==> config.mk <==
export PLATFORM = sky130hd
export DESIGN_NAME = mec_top
export DESIGN_NICKNAME = d
export VERILOG_FILES = /design/src/design/mec_pkg.sv /design/src/design/mec_top.sv /design/src/design/mec_clkdiv.sv /design/src/design/mec_pll_ctl.sv
export SDC_FILE = /design/constraint.sdc
export NUM_CORES = 2
export LEC_CHECK = 0
export BUFFER_PORTS_ARGS = -buffer_cell sky130_fd_sc_hd__buf_4
export CAP_MARGIN = 20
export CORE_ASPECT_RATIO = 1.25
export CORE_MARGIN = 2
export CORE_UTILIZATION = 45
export CTS_CLUSTER_DIAMETER = 60
export DETAILED_ROUTE_END_ITERATION = 8
export MAX_ROUTING_LAYER = met4
export SLEW_MARGIN = 10
export SYNTH_ARGS = -nofsm -noshare
export SYNTH_HDL_FRONTEND = slang
export SYNTH_SLANG_ARGS = --single-unit
==> constraint.sdc <==
create_clock -name CLK_SYS_IN -period 4.8 [get_ports CLK_SYS_IN]
set_input_delay 1.44 -clock CLK_SYS_IN [delete_from_list [all_inputs] [get_ports CLK_SYS_IN]]
set_output_delay 1.44 -clock CLK_SYS_IN [all_outputs]
set_load 0.01 [all_outputs]
==> src/design/mec_pkg.sv <==
// Constants, types and helper functions for the mode entry and clock setup block.
// What this block does
// Each auxiliary clock has a source select register and an output divider register.
// Crystal enable bit, big-endian position 26 of run config, turns on crystal.
// Software accesses mode configuration registers only as whole 32-bit words.
// Leaving reset, the chip always enters the default run mode.
// First PLL drives its own clock and feeds the second PLL reference.
// PLL divider registers hold output dividers, input predivider and loop multiplier.
// Software changes predivider and multiplier only while the PLL is down.
// New output divider values apply only after a PLL disable and enable.
// PLL settings take effect at the next mode switch, not on write.
// Modes are running or not running; reset, run, test, safe are system.
// Mode allow register gates entry; a disallowed target mode is never entered.
// Each mode has a config register for power, pads, regulator, flash, clocks.
// Every peripheral selects one of 8 run and 8 low-power groups.
// Run group registers give per running mode whether members are clocked.
// Low-power group registers give per non-running mode whether members are clocked.
// Mode config writes are checked; a rejected one sets the invalid-config flag.
// Software reapplies settings by switching into the current mode again.
// At power-on only the internal oscillator runs and all dividers divide by one.
// A switch needs target with key 5AF0, then same target with key A50F.
// Global status shows transition pending and the current mode.
// Invalid-config flag stays set until software writes one to its bit.
// System clock select encodes internal oscillator as 0 and crystal as 1.
package mec_pkg;

	// Chip modes, in the order used for per-mode bits and config slots.
	typedef enum logic [3:0] {
		MODE_RESET,
		MODE_TEST,
		MODE_SAFE,
		MODE_DEFAULT_RUN_MODE,
		MODE_USER_RUN_MODE_0,
		MODE_RUN1,
		MODE_RUN2,
		MODE_RUN3,
		MODE_HALT,
		MODE_STOP,
		MODE_STANDBY
	} mec_mode_e;

	// Timing of a mode switch.
	localparam int unsigned CLK_HZ = 10_000_000;
	localparam int unsigned SWITCH_NS = 500;
	localparam int unsigned SWITCH_CYCLES = (SWITCH_NS * (CLK_HZ / 1_000_000) + 999) / 1000;

	// Sizes of the register groups.
	localparam int unsigned NUM_PERIPH = 4;
	localparam int unsigned NUM_AUX = 2;
	localparam int unsigned NUM_GROUPS = 8;
	localparam int unsigned NUM_MODES = 16;

	// Register byte offsets, and upper address bits of the register blocks.
	localparam logic [7:0] OFF_STATUS = 8'h00;
	localparam logic [7:0] OFF_MCTL = 8'h04;
	localparam logic [7:0] OFF_ALLOW = 8'h08;
	localparam logic [7:0] OFF_ISTAT = 8'h0C;
	localparam logic [7:0] OFF_PLL0_DV = 8'h10;
	localparam logic [7:0] OFF_PLL1_DV = 8'h14;
	localparam logic [4:0] OFF_AUX_SEL = 5'h04;
	localparam logic [4:0] OFF_AUX_DIV = 5'h06;
	localparam logic [3:0] OFF_PGSEL = 4'h4;
	localparam logic [1:0] OFF_MODECFG = 2'h2;
	localparam logic [2:0] OFF_RUNGRP = 3'h6;
	localparam logic [2:0] OFF_LPGRP = 3'h7;

	// Mode configuration fields.
	localparam int unsigned MC_SYSCLK_LSB = 0;
	localparam int unsigned MC_IRCON = 4;
	localparam int unsigned MC_CRYSTAL_OSC_ON = 5;
	localparam int unsigned MC_PLL0ON = 6;
	localparam int unsigned MC_PLL1ON = 7;
	localparam int unsigned MC_FLASH_LSB = 16;
	localparam int unsigned MC_MVRON = 20;
	localparam int unsigned MC_PDO = 23;
	localparam int unsigned MC_PWR_LSB = 28;
	localparam logic [31:0] MC_RESET_VAL = 32'h0013_0010;
	localparam logic [3:0] SYSCLK_IRC = 4'h0;
	localparam logic [3:0] SYSCLK_CRYSTAL_OSCILLATOR = 4'h1;
	localparam logic [3:0] SYSCLK_PLL0 = 4'h2;
	localparam logic [3:0] SYSCLK_PLL1 = 4'h3;

	// Mode control and status fields.
	localparam logic [15:0] KEY_FIRST = 16'h5AF0;
	localparam logic [15:0] KEY_SECOND = 16'hA50F;
	localparam int unsigned MCTL_TGT_LSB = 28;
	localparam int unsigned GS_MODE_LSB = 28;
	localparam int unsigned GS_PENDING = 27;
	localparam int unsigned ISTAT_ICONF = 3;
	localparam logic [15:0] ALLOW_RESET = 16'h000F;
	localparam logic [15:0] ALLOW_FIXED = 16'h000F;

	// PLL divider fields and reset values.
	localparam int unsigned DV_MFD_LSB = 0;
	localparam int unsigned DV_INPUT_PREDIVIDER_LSB = 12;
	localparam int unsigned DV_RFD_LSB = 16;
	localparam int unsigned DV_RFD2_LSB = 25;
	localparam logic [31:0] DV_RESET = 32'h0000_0000;

	// Peripheral group select fields and other reset values.
	localparam int unsigned PG_RUN_LSB = 0;
	localparam int unsigned PG_LP_LSB = 4;
	localparam logic [7:0] PG_RESET = 8'h00;
	localparam logic [15:0] GRP_RESET = 16'h0000;
	localparam logic [1:0] AUX_SEL_RESET = 2'h0;
	localparam logic [7:0] AUX_DIV_RESET = 8'h00;

	// True for the running modes.
	function automatic logic mode_running(input logic [3:0] m);
		mode_running = (m == MODE_TEST) || (m == MODE_SAFE) || (m == MODE_DEFAULT_RUN_MODE) ||
			(m == MODE_USER_RUN_MODE_0) || (m == MODE_RUN1) || (m == MODE_RUN2) || (m == MODE_RUN3);
	endfunction

	// True when a mode configuration word passes the protection check.
	function automatic logic mc_valid(input logic [31:0] v);
		logic [3:0] sys;
		sys = v[MC_SYSCLK_LSB +: 4];
		mc_valid = !((sys == SYSCLK_IRC && !v[MC_IRCON]) ||
			(sys == SYSCLK_CRYSTAL_OSCILLATOR && !v[MC_CRYSTAL_OSC_ON]) ||
			(sys == SYSCLK_PLL0 && !v[MC_PLL0ON]) ||
			(sys == SYSCLK_PLL1 && !v[MC_PLL1ON]) ||
			(sys > SYSCLK_PLL1) ||
			(v[MC_PLL1ON] && !v[MC_PLL0ON]));
	endfunction

endpackage

==> src/design/mec_top.sv <==
// Mode control unit and clock generation unit with an APB register slave.
//
// Our own choices: the APB interface to the registers and the register addresses.
module mec_top (
	// Clock and reset.
	input wire logic CLK_SYS_IN,
	input wire logic NRST_IN,
	// APB slave.
	input wire logic PSEL_IN,
	input wire logic PENABLE_IN,
	input wire logic PWRITE_IN,
	input wire logic [7:0] PADDR_IN,
	input wire logic [31:0] PWDATA_IN,
	output logic [31:0] PRDATA_OUT,
	output logic PREADY_OUT,
	output logic PSLVERR_OUT,
	// Clock source ticks: internal RC, crystal, first PLL, second PLL.
	input wire logic [3:0] SRC_TICK_IN,
	// Auxiliary clock ticks.
	output logic [1:0] AUX_TICK_OUT,
	// Oscillator and system settings of the current mode.
	output logic IRC_ON_OUT,
	output logic CRYSTAL_OSCILLATOR_ON_OUT,
	output logic [3:0] SYSCLK_SEL_OUT,
	output logic [1:0] FLASH_MODE_OUT,
	output logic MVR_ON_OUT,
	output logic PAD_OFF_OUT,
	output logic [2:0] PWR_LVL_OUT,
	// First PLL applied settings.
	output logic PLL0_ON_OUT,
	output logic [2:0] PLL0_INPUT_PREDIVIDER_OUT,
	output logic [7:0] PLL0_MFD_OUT,
	output logic [2:0] PLL0_RFD_OUT,
	output logic [5:0] PLL0_RFD2_OUT,
	// Second PLL applied settings.
	output logic PLL1_ON_OUT,
	output logic [2:0] PLL1_INPUT_PREDIVIDER_OUT,
	output logic [7:0] PLL1_MFD_OUT,
	output logic [2:0] PLL1_RFD_OUT,
	// Mode state and peripheral clock enables.
	output logic [3:0] CUR_MODE_OUT,
	output logic MODE_BUSY_OUT,
	output logic [3:0] PERIPH_CLK_EN_OUT
);

	typedef enum logic [1:0] {
		SW_IDLE,
		SW_ARMED,
		SW_SWITCH
	} mec_sw_e;

	// Register storage.
	logic [31:0] mc_r [mec_pkg::NUM_MODES];
	logic [15:0] run_r [mec_pkg::NUM_GROUPS];
	logic [15:0] lp_r [mec_pkg::NUM_GROUPS];
	logic [7:0] pg_r [mec_pkg::NUM_PERIPH];
	logic [1:0] auxsel_r [mec_pkg::NUM_AUX];
	logic [7:0] auxdiv_r [mec_pkg::NUM_AUX];
	logic [31:0] pll0dv_r;
	logic [31:0] pll1dv_r;
	logic [15:0] allow_r;
	logic iconf_r;
	logic [31:0] prdata_r;

	// Mode switch state.
	mec_sw_e sw_r;
	mec_sw_e sw_nxt;
	mec_pkg::mec_mode_e tgt_r;
	mec_pkg::mec_mode_e cur_r;
	logic [31:0] cfg_r;
	logic [3:0] cnt_r;
	logic [3:0] periph_en_r;

	// Bus decode wires.
	logic wr_en;
	logic rd_setup;
	logic aligned;
	logic hit_mc;
	logic hit_run;
	logic hit_lp;
	logic hit_pg;
	logic hit_auxsel;
	logic hit_auxdiv;
	logic hit_fixed;
	logic mapped;
	logic [3:0] mc_idx;
	logic [2:0] grp_idx;
	logic [1:0] pg_idx;
	logic aux_idx;
	logic mc_ok;
	logic [31:0] rd_mux;

	// Mode control decode wires.
	logic mctl_wr;
	logic [15:0] key;
	mec_pkg::mec_mode_e req_tgt;
	logic tgt_allowed;
	logic key2_ok;
	logic switch_done;
	logic iconf_set;
	logic iconf_clr;
	logic pll1_sel;

	// Address decode of the word-aligned register map.
	assign aligned = (PADDR_IN[1:0] == 2'b00);
	assign mc_idx = PADDR_IN[5:2];
	assign grp_idx = PADDR_IN[4:2];
	assign pg_idx = PADDR_IN[3:2];
	assign aux_idx = PADDR_IN[2];
	assign hit_mc = aligned && (PADDR_IN[7:6] == mec_pkg::OFF_MODECFG) &&
		(mc_idx != mec_pkg::MODE_RESET) && (mc_idx <= mec_pkg::MODE_STANDBY);
	assign hit_run = aligned && (PADDR_IN[7:5] == mec_pkg::OFF_RUNGRP);
	assign hit_lp = aligned && (PADDR_IN[7:5] == mec_pkg::OFF_LPGRP);
	assign hit_pg = aligned && (PADDR_IN[7:4] == mec_pkg::OFF_PGSEL);
	assign hit_auxsel = aligned && (PADDR_IN[7:3] == mec_pkg::OFF_AUX_SEL);
	assign hit_auxdiv = aligned && (PADDR_IN[7:3] == mec_pkg::OFF_AUX_DIV);
	assign hit_fixed = (PADDR_IN == mec_pkg::OFF_STATUS) || (PADDR_IN == mec_pkg::OFF_MCTL) ||
		(PADDR_IN == mec_pkg::OFF_ALLOW) || (PADDR_IN == mec_pkg::OFF_ISTAT) ||
		(PADDR_IN == mec_pkg::OFF_PLL0_DV) || (PADDR_IN == mec_pkg::OFF_PLL1_DV);
	assign mapped = hit_fixed || hit_mc || hit_run || hit_lp || hit_pg ||
		hit_auxsel || hit_auxdiv;

	// APB strobes; writes take effect at the access edge, reads latch in setup.
	assign wr_en = PSEL_IN && PENABLE_IN && PWRITE_IN && mapped;
	assign rd_setup = PSEL_IN && !PENABLE_IN && !PWRITE_IN;
	assign PREADY_OUT = 1'b1;
	assign PSLVERR_OUT = PSEL_IN && PENABLE_IN && !mapped;
	assign PRDATA_OUT = prdata_r;

	// Protection check on a mode configuration write.
	assign mc_ok = mec_pkg::mc_valid(PWDATA_IN);

	// Mode control decode: key pair with an allowed, identical target.
	assign mctl_wr = wr_en && (PADDR_IN == mec_pkg::OFF_MCTL);
	assign key = PWDATA_IN[15:0];
	assign req_tgt = mec_pkg::mec_mode_e'(PWDATA_IN[mec_pkg::MCTL_TGT_LSB +: 4]);
	assign tgt_allowed = allow_r[req_tgt] && (req_tgt != mec_pkg::MODE_RESET) &&
		(req_tgt <= mec_pkg::MODE_STANDBY);
	assign key2_ok = (key == mec_pkg::KEY_SECOND) && (req_tgt == tgt_r) && tgt_allowed;
	assign switch_done = (sw_r == SW_SWITCH) && (cnt_r == 4'h0);

	// Invalid-config flag: a new rejection wins over a clear in the same cycle.
	assign iconf_set = wr_en && hit_mc && !mc_ok;
	assign iconf_clr = wr_en && (PADDR_IN == mec_pkg::OFF_ISTAT) &&
		PWDATA_IN[mec_pkg::ISTAT_ICONF];

	// Read data selection.
	always_comb begin
		rd_mux = 32'h0000_0000;
		if (PADDR_IN == mec_pkg::OFF_STATUS) begin
			rd_mux[mec_pkg::GS_MODE_LSB +: 4] = cur_r;
			rd_mux[mec_pkg::GS_PENDING] = (sw_r == SW_SWITCH);
		end else if (PADDR_IN == mec_pkg::OFF_ALLOW) begin
			rd_mux[15:0] = allow_r;
		end else if (PADDR_IN == mec_pkg::OFF_ISTAT) begin
			rd_mux[mec_pkg::ISTAT_ICONF] = iconf_r;
		end else if (PADDR_IN == mec_pkg::OFF_PLL0_DV) begin
			rd_mux = pll0dv_r;
		end else if (PADDR_IN == mec_pkg::OFF_PLL1_DV) begin
			rd_mux = pll1dv_r;
		end else if (hit_mc) begin
			rd_mux = mc_r[mc_idx];
		end else if (hit_run) begin
			rd_mux[15:0] = run_r[grp_idx];
		end else if (hit_lp) begin
			rd_mux[15:0] = lp_r[grp_idx];
		end else if (hit_pg) begin
			rd_mux[7:0] = pg_r[pg_idx];
		end else if (hit_auxsel) begin
			rd_mux[1:0] = auxsel_r[aux_idx];
		end else if (hit_auxdiv) begin
			rd_mux[7:0] = auxdiv_r[aux_idx];
		end
	end

	// Read data register.
	always_ff @(posedge CLK_SYS_IN or negedge NRST_IN) begin
		if (!NRST_IN) begin
			prdata_r <= 32'h0000_0000;
		end else if (rd_setup) begin
			prdata_r <= rd_mux;
		end
	end

	// Mode configuration registers; rejected words are not stored.
	always_ff @(posedge CLK_SYS_IN or negedge NRST_IN) begin
		if (!NRST_IN) begin
			for (int i = 0; i < mec_pkg::NUM_MODES; i++) begin
				mc_r[i] <= mec_pkg::MC_RESET_VAL;
			end
		end else if (wr_en && hit_mc && mc_ok) begin
			mc_r[mc_idx] <= PWDATA_IN;
		end
	end

	// Run and low-power group configuration registers.
	always_ff @(posedge CLK_SYS_IN or negedge NRST_IN) begin
		if (!NRST_IN) begin
			for (int i = 0; i < mec_pkg::NUM_GROUPS; i++) begin
				run_r[i] <= mec_pkg::GRP_RESET;
				lp_r[i] <= mec_pkg::GRP_RESET;
			end
		end else if (wr_en && hit_run) begin
			run_r[grp_idx] <= PWDATA_IN[15:0];
		end else if (wr_en && hit_lp) begin
			lp_r[grp_idx] <= PWDATA_IN[15:0];
		end
	end

	// Peripheral group select registers.
	always_ff @(posedge CLK_SYS_IN or negedge NRST_IN) begin
		if (!NRST_IN) begin
			for (int i = 0; i < mec_pkg::NUM_PERIPH; i++) begin
				pg_r[i] <= mec_pkg::PG_RESET;
			end
		end else if (wr_en && hit_pg) begin
			pg_r[pg_idx] <= {1'b0, PWDATA_IN[6:4], 1'b0, PWDATA_IN[2:0]};
		end
	end

	// Auxiliary clock select and divider registers.
	always_ff @(posedge CLK_SYS_IN or negedge NRST_IN) begin
		if (!NRST_IN) begin
			for (int i = 0; i < mec_pkg::NUM_AUX; i++) begin
				auxsel_r[i] <= mec_pkg::AUX_SEL_RESET;
				auxdiv_r[i] <= mec_pkg::AUX_DIV_RESET;
			end
		end else if (wr_en && hit_auxsel) begin
			auxsel_r[aux_idx] <= PWDATA_IN[1:0];
		end else if (wr_en && hit_auxdiv) begin
			auxdiv_r[aux_idx] <= PWDATA_IN[7:0];
		end
	end

	// PLL divider, mode allow and flag registers.
	always_ff @(posedge CLK_SYS_IN or negedge NRST_IN) begin
		if (!NRST_IN) begin
			pll0dv_r <= mec_pkg::DV_RESET;
			pll1dv_r <= mec_pkg::DV_RESET;
			allow_r <= mec_pkg::ALLOW_RESET;
			iconf_r <= 1'b0;
		end else begin
			if (wr_en && (PADDR_IN == mec_pkg::OFF_PLL0_DV)) begin
				pll0dv_r <= PWDATA_IN;
			end
			if (wr_en && (PADDR_IN == mec_pkg::OFF_PLL1_DV)) begin
				pll1dv_r <= PWDATA_IN;
			end
			if (wr_en && (PADDR_IN == mec_pkg::OFF_ALLOW)) begin
				allow_r <= PWDATA_IN[15:0] | mec_pkg::ALLOW_FIXED;
			end
			if (iconf_set) begin
				iconf_r <= 1'b1;
			end else if (iconf_clr) begin
				iconf_r <= 1'b0;
			end
		end
	end

	// Next state of the mode switch sequencer.
	always_comb begin
		sw_nxt = sw_r;
		case (sw_r)
			SW_IDLE: begin
				if (mctl_wr && key == mec_pkg::KEY_FIRST) begin
					sw_nxt = SW_ARMED;
				end
			end
			SW_ARMED: begin
				if (mctl_wr && key2_ok) begin
					sw_nxt = SW_SWITCH;
				end else if (mctl_wr && key != mec_pkg::KEY_FIRST) begin
					sw_nxt = SW_IDLE;
				end
			end
			SW_SWITCH: begin
				if (cnt_r == 4'h0) begin
					sw_nxt = SW_IDLE;
				end
			end
			default: begin
				sw_nxt = SW_IDLE;
			end
		endcase
	end

	// Sequencer state, target and switch countdown.
	always_ff @(posedge CLK_SYS_IN or negedge NRST_IN) begin
		if (!NRST_IN) begin
			sw_r <= SW_IDLE;
			tgt_r <= mec_pkg::MODE_DEFAULT_RUN_MODE;
			cnt_r <= 4'h0;
		end else begin
			sw_r <= sw_nxt;
			if (mctl_wr && key == mec_pkg::KEY_FIRST && sw_r != SW_SWITCH) begin
				tgt_r <= req_tgt;
			end
			if (sw_r == SW_ARMED && sw_nxt == SW_SWITCH) begin
				cnt_r <= 4'(mec_pkg::SWITCH_CYCLES - 1);
			end else if (cnt_r != 4'h0) begin
				cnt_r <= cnt_r - 4'h1;
			end
		end
	end

	// Current mode and its applied configuration change only at switch end.
	always_ff @(posedge CLK_SYS_IN or negedge NRST_IN) begin
		if (!NRST_IN) begin
			cur_r <= mec_pkg::MODE_DEFAULT_RUN_MODE;
			cfg_r <= mec_pkg::MC_RESET_VAL;
		end else if (switch_done) begin
			cur_r <= tgt_r;
			cfg_r <= mc_r[tgt_r];
		end
	end

	// System outputs follow the applied configuration of the current mode.
	assign IRC_ON_OUT = cfg_r[mec_pkg::MC_IRCON];
	assign CRYSTAL_OSCILLATOR_ON_OUT = cfg_r[mec_pkg::MC_CRYSTAL_OSC_ON];
	assign SYSCLK_SEL_OUT = cfg_r[mec_pkg::MC_SYSCLK_LSB +: 4];
	assign FLASH_MODE_OUT = cfg_r[mec_pkg::MC_FLASH_LSB +: 2];
	assign MVR_ON_OUT = cfg_r[mec_pkg::MC_MVRON];
	assign PAD_OFF_OUT = cfg_r[mec_pkg::MC_PDO];
	assign PWR_LVL_OUT = cfg_r[mec_pkg::MC_PWR_LSB +: 3];
	assign CUR_MODE_OUT = cur_r;
	assign MODE_BUSY_OUT = (sw_r == SW_SWITCH);

	// First PLL; its secondary output is the second PLL reference.
	mec_pll_ctl u_pll0 (
		.clk_in(CLK_SYS_IN),
		.nrst_in(NRST_IN),
		.apply_in(switch_done),
		.on_req_in(mc_r[tgt_r][mec_pkg::MC_PLL0ON]),
		.dv_in(pll0dv_r),
		.on_out(PLL0_ON_OUT),
		.input_predivider_out(PLL0_INPUT_PREDIVIDER_OUT),
		.mfd_out(PLL0_MFD_OUT),
		.rfd_out(PLL0_RFD_OUT),
		.rfd2_out(PLL0_RFD2_OUT)
	);

	// Second PLL may only run while the first one does.
	assign pll1_sel = mc_r[tgt_r][mec_pkg::MC_PLL1ON] && mc_r[tgt_r][mec_pkg::MC_PLL0ON];

	// Second PLL, with a single output.
	mec_pll_ctl u_pll1 (
		.clk_in(CLK_SYS_IN),
		.nrst_in(NRST_IN),
		.apply_in(switch_done),
		.on_req_in(pll1_sel),
		.dv_in(pll1dv_r),
		.on_out(PLL1_ON_OUT),
		.input_predivider_out(PLL1_INPUT_PREDIVIDER_OUT),
		.mfd_out(PLL1_MFD_OUT),
		.rfd_out(PLL1_RFD_OUT),
		.rfd2_out()
	);

	// Auxiliary clocks: select a source tick, then divide it.
	for (genvar a = 0; a < mec_pkg::NUM_AUX; a++) begin : g_aux
		mec_clkdiv u_div (
			.clk_in(CLK_SYS_IN),
			.nrst_in(NRST_IN),
			.tick_in(SRC_TICK_IN[auxsel_r[a]]),
			.div_in(auxdiv_r[a]),
			.tick_out(AUX_TICK_OUT[a])
		);
	end

	// Peripheral clock enables from the group of the current mode class.
	for (genvar p = 0; p < mec_pkg::NUM_PERIPH; p++) begin : g_periph
		logic [2:0] rg;
		logic [2:0] lg;
		logic en;
		assign rg = pg_r[p][mec_pkg::PG_RUN_LSB +: 3];
		assign lg = pg_r[p][mec_pkg::PG_LP_LSB +: 3];
		assign en = mec_pkg::mode_running(cur_r) ? run_r[rg][cur_r] : lp_r[lg][cur_r];
		always_ff @(posedge CLK_SYS_IN or negedge NRST_IN) begin
			if (!NRST_IN) begin
				periph_en_r[p] <= 1'b0;
			end else begin
				periph_en_r[p] <= en;
			end
		end
	end

	assign PERIPH_CLK_EN_OUT = periph_en_r;

endmodule

==> src/design/mec_clkdiv.sv <==
// Auxiliary clock output divider that thins a source tick stream.
module mec_clkdiv (
	// Clock and reset.
	input wire logic clk_in,
	input wire logic nrst_in,
	// Source tick and divide value, zero dividing by one.
	input wire logic tick_in,
	input wire logic [7:0] div_in,
	// Divided tick.
	output logic tick_out
);

	logic [7:0] cnt_r;
	logic wrap;

	// Wrap when the count reaches the programmed value.
	assign wrap = (cnt_r >= div_in);

	// Count source ticks and pass every (div+1)-th one.
	always_ff @(posedge clk_in or negedge nrst_in) begin
		if (!nrst_in) begin
			cnt_r <= 8'h00;
			tick_out <= 1'b0;
		end else begin
			tick_out <= tick_in && wrap;
			if (tick_in) begin
				cnt_r <= wrap ? 8'h00 : cnt_r + 8'h01;
			end
		end
	end

endmodule

==> src/design/mec_pll_ctl.sv <==
// Applied settings of one PLL, loaded from its divider register at a mode switch.
module mec_pll_ctl (
	// Clock and reset.
	input wire logic clk_in,
	input wire logic nrst_in,
	// Mode switch pulse, requested power state and programmed dividers.
	input wire logic apply_in,
	input wire logic on_req_in,
	input wire logic [31:0] dv_in,
	// Applied state.
	output logic on_out,
	output logic [2:0] input_predivider_out,
	output logic [7:0] mfd_out,
	output logic [2:0] rfd_out,
	output logic [5:0] rfd2_out
);

	logic load;

	// Dividers load only as the PLL goes from off to on at a switch.
	assign load = apply_in && on_req_in && !on_out;

	// Power state follows the new mode; an already running PLL keeps its dividers.
	always_ff @(posedge clk_in or negedge nrst_in) begin
		if (!nrst_in) begin
			on_out <= 1'b0;
			input_predivider_out <= 3'h0;
			mfd_out <= 8'h00;
			rfd_out <= 3'h0;
			rfd2_out <= 6'h00;
		end else begin
			if (apply_in) begin
				on_out <= on_req_in;
			end
			if (load) begin
				input_predivider_out <= dv_in[mec_pkg::DV_INPUT_PREDIVIDER_LSB +: 3];
				mfd_out <= dv_in[mec_pkg::DV_MFD_LSB +: 8];
				rfd_out <= dv_in[mec_pkg::DV_RFD_LSB +: 3];
				rfd2_out <= dv_in[mec_pkg::DV_RFD2_LSB +: 6];
			end
		end
	end

endmodule

==> results.sh <==
export IMPL_cts_tree="done"
export IMPL_crit_path_frequent_cell="nor2_1"
export IMPL_status="completed"
export IMPL_start_kind="primary input"
export IMPL_slew_headroom_pct=23.2
export IMPL_final_cell_area_um2=53600
export IMPL_max_freq_mhz=229
export IMPL_drt_wirelength_per_cell_um=30.5
export IMPL_ant_nets=0
export IMPL_ys_seq_elements=946
export IMPL_grt_overflow=0
export IMPL_port_buffers=141
export IMPL_end_kind="output port"
export IMPL_routed_via_density=6.26
export IMPL_detailed_place_hpwl_mm=96.9
export IMPL_tns_ns=0
export IMPL_globalplace_congestion=0.965
export IMPL_syn2layout_area_growth_pct=12.8
export IMPL_drc=0
export IMPL_io_pins=143
export IMPL_netlist_area_um2=47600
export IMPL_grt_pass1_wl_mm=219
export IMPL_mostFrequentLayoutCells="dfrtp_1, mux2_2, mux4_2"
export IMPL_cpPeakStageDelay_ns=0.67
export IMPL_clk_pin_slew_ns=0.06
export IMPL_hp_class="register to register"
export IMPL_cap_violations=0
export IMPL_powerDensity_nw_per_um2=321
export IMPL_holdWs_ns=0.364
export IMPL_syn_avg_cell_area_um2=14.1
export IMPL_drt_iter0_markers=2758
export IMPL_grt_total_usage_pct=28.5
export IMPL_wl_met3_mm=10.8
export IMPL_synth_top_flop_cell="dfrtp_1"
export IMPL_core_um2=105000
export IMPL_crit_path_max_fanout=9
export IMPL_slew_violations=0
export IMPL_power_share_clock_pct=47.0
export IMPL_place_area_um2=50100
export IMPL_max_slew_worst_pin_slew_ns=1.15
export IMPL_netSwitchingFraction_pct=23.9
export IMPL_arrival_ns=2.93
export IMPL_power_internal_mw=13.1
export IMPL_crit_path_cell_trace="buf_8, o41ai_1, a211oi_4, nor2_1, nand4_1, nor2_1, buf_4"
export IMPL_p_leak_nw=24.2
export IMPL_grt_max_degree=119
export IMPL_critical_path_slowest_cell="o41ai_1"
export IMPL_period_share_pct=91.1
export IMPL_postCtsHoldBufs=0
export IMPL_async_reset_ff_share_pct=100
export IMPL_required_ns=3.36
export IMPL_reg2reg_to="u_pll0.rfd2_out[0]"
export IMPL_ir_worst_vdd_mv=0.326
export IMPL_finClkSkew_ns=0.0374
export IMPL_die_x_um=295
export IMPL_fillers=8832
export IMPL_rows=133
export IMPL_synth_edff_count=0
export IMPL_initial_utilization_pct=45.3
export IMPL_top_layer_used="met4"
export IMPL_wl_met1_mm=59.3
export IMPL_seqPwrFrac_pct=47.5
export IMPL_cts_max_path_buffers=3
export IMPL_htree_num_levels=3
export IMPL_hold_start="mc_r[36]"
export IMPL_cts_inserted_buffers=101
export IMPL_clkLatencyLatePin_ns=0.72
export IMPL_finalHoldViolCount=0
export IMPL_numClockSinks=946
export IMPL_crit_type="primary input to output port"
export IMPL_grt_pass1_vias=32200
export IMPL_p_switching_mw=4.11
export IMPL_power_frac_comb_pct=5.6
export IMPL_syn_instance_count=3363
export IMPL_layout_commonest_cell="dfrtp_1"
export IMPL_r2r_start="tgt_r[0]"
export IMPL_cts_resized=0
export IMPL_synth_seq_area_share_pct=49.9
export IMPL_hold_path_cell_count=0
export IMPL_wl_met2_mm=70.9
export IMPL_grt_antenna_before_repair=3
export IMPL_reg2regPathDepth=5
export IMPL_ctsRootBufferMaster="clkbuf_16"
export IMPL_drt_wl_total_mm=147
export IMPL_nNetsFinal=3397
export IMPL_syn_nets=3431
export IMPL_period_minus_slack_ns=4.37
export IMPL_setup_viol=0
export IMPL_post_cts_setup_buffers=0
export IMPL_hold_path_end="mc_r[36]"
export IMPL_fp_dieH_um=368
export IMPL_final_layout_size_suffix_gt1_share_pct=48.2
export IMPL_finalPower_mw=17.2
export IMPL_dieArea_um2=108000
export IMPL_grt_setup_unrepaired="no"
export IMPL_drt_pass1_iter_count=6
export IMPL_yosys_warnings=0
export IMPL_r2r_slack_ns=1.28
export IMPL_vias=30300
export IMPL_yosysUniqueCellTypes=74
==> stage by stage <==
| stage | instances | worst slack, ns | utilization, % |
|---|---|---|---|
| global placement | 4640 | 0.431 | 47.7 |
| detailed placement | 4640 | 0.461 | 47.7 |
| floorplan | 3363 | 0.724 | - |
| CTS | 4827 | 0.442 | 51.0 |
| global route | 4833 | 0.229 | 51.1 |
| finish | 4833 | 0.429 | 51.1 |
==> cell families (layout without fill, tap and decap cells) <==
| kind of cell | Yosys count | count (layout) | synth area share (%) |
|---|---|---|---|
| muxes | 1168 | 1168 | 36.4 |
| DFF | 946 | 946 | 49.9 |
| buffers and inverters | 456 | 506 | 4.04 |
| and+or+nand+nor | 415 | 415 | 4.33 |
| AOI/OAI and AO/OA | 354 | 354 | 4.73 |
| adders and majority gates | 19 | 19 | 0.500 |
| xor gates and xnor gates | 4 | 4 | 0.0737 |
| other | 1 | 4 | 0.00788 |
==> critical path, delay by kind of cell <==
family | cells | cell delay (ns)
AOI/OAI and AO/OA | 2 | 0.76
and+or+nand+nor | 3 | 0.48
buffers and inverters | 2 | 0.25
==> area by class of cell <==
class | count | area (um2) | share of cell area, %
Clock inverter | 40 | 445 | 0.830
Multi-Input combinational cell | 1961 | 22000 | 40.9
Tap cell | 1417 | 1770 | 3.31
Antenna cell | 3 | 7.51 | 0.0140
Clock buffer | 147 | 2990 | 5.58
Inverter | 35 | 131 | 0.245
Timing Repair Buffer | 284 | 2560 | 4.78
Sequential cell | 946 | 23800 | 44.3
==> metal layers <==
layer | vias to the layer above | track usage, %
met5 | - | -
met4 | 0 | 11.5
met3 | 303 | 6.07
met2 | 1218 | 44.2
met1 | 16200 | 36.6
li1 | 12500 | -
==> worst max-delay path by stage <==
stage	end	cells past startpoint	start	slack (ns)
2_1_floorplan	PSLVERR_OUT	6	PADDR_IN[1]	0.72
3_3_place_gp	PSLVERR_OUT	7	PADDR_IN[2]	0.43
3_5_place_dp	PSLVERR_OUT	7	PADDR_IN[2]	0.46
4_1_cts	PSLVERR_OUT	7	PADDR_IN[2]	0.44
5_1_grt	PSLVERR_OUT	7	PADDR_IN[2]	0.23
6_report	PSLVERR_OUT	7	PADDR_IN[2]	0.43
==> flip-flops by register name, indices dropped and copies added, names as in the netlist, 12 cells and up <==
signal and cells:
pll0dv_r 32, lp_r 128, g_periph.rg 12, cfg_r 14, g_periph.lg 12, pll1dv_r 32, run_r 128, auxdiv_r 16
PRDATA_OUT 32, g_aux.u_div.cnt_r 16, allow_r 12, mc_r 452
==> synthesized netlist by cell type, drive strengths merged, types with 4 or more instances <==
cell type / number / area [um2]
mux2i: 80 / 801
nor3: 35 / 226
o22ai: 27 / 169
a22o: 7 / 61.3
inv: 34 / 128
buf: 132 / 707
nor2b: 22 / 138
nand2: 156 / 588
nand3: 23 / 120
mux4: 375 / 8450
o31ai: 4 / 30.0
nor3b: 9 / 67.6
o2111ai: 4 / 35.0
and2: 19 / 121
ha: 19 / 238
nand4: 13 / 81.3
o211ai: 15 / 113
and3: 11 / 68.8
mux2: 713 / 8060
or2: 5 / 31.3
a211oi: 4 / 35.0
nor2: 80 / 300
a22oi: 26 / 195
o21ai: 118 / 591
a21oi: 61 / 305
or3: 8 / 50.1
a21o: 5 / 37.5
a2111oi: 4 / 35.0
o221ai: 25 / 219
nand2b: 8 / 50.1
clkbuf: 289 / 1080
nor4: 9 / 68.8
dfstp: 72 / 1890
dfrtp: 874 / 21900
nand3b: 4 / 30.0
o21a: 6 / 45.0
a221oi: 12 / 105
a31oi: 19 / 119
==> power groups by stage <==
stage	clock network [mW]	logic [mW]	registers, mW
6_report	8.08	0.957	8.17
5_1_grt	8.58	1.03	8.17
4_1_cts	8.23	0.958	8.16
3_5_place_dp	0	0.955	8.31
3_3_place_gp	0	0.930	8.30
2_1_floorplan	0	0.478	8.26
(Power assumes the default switching activity.)
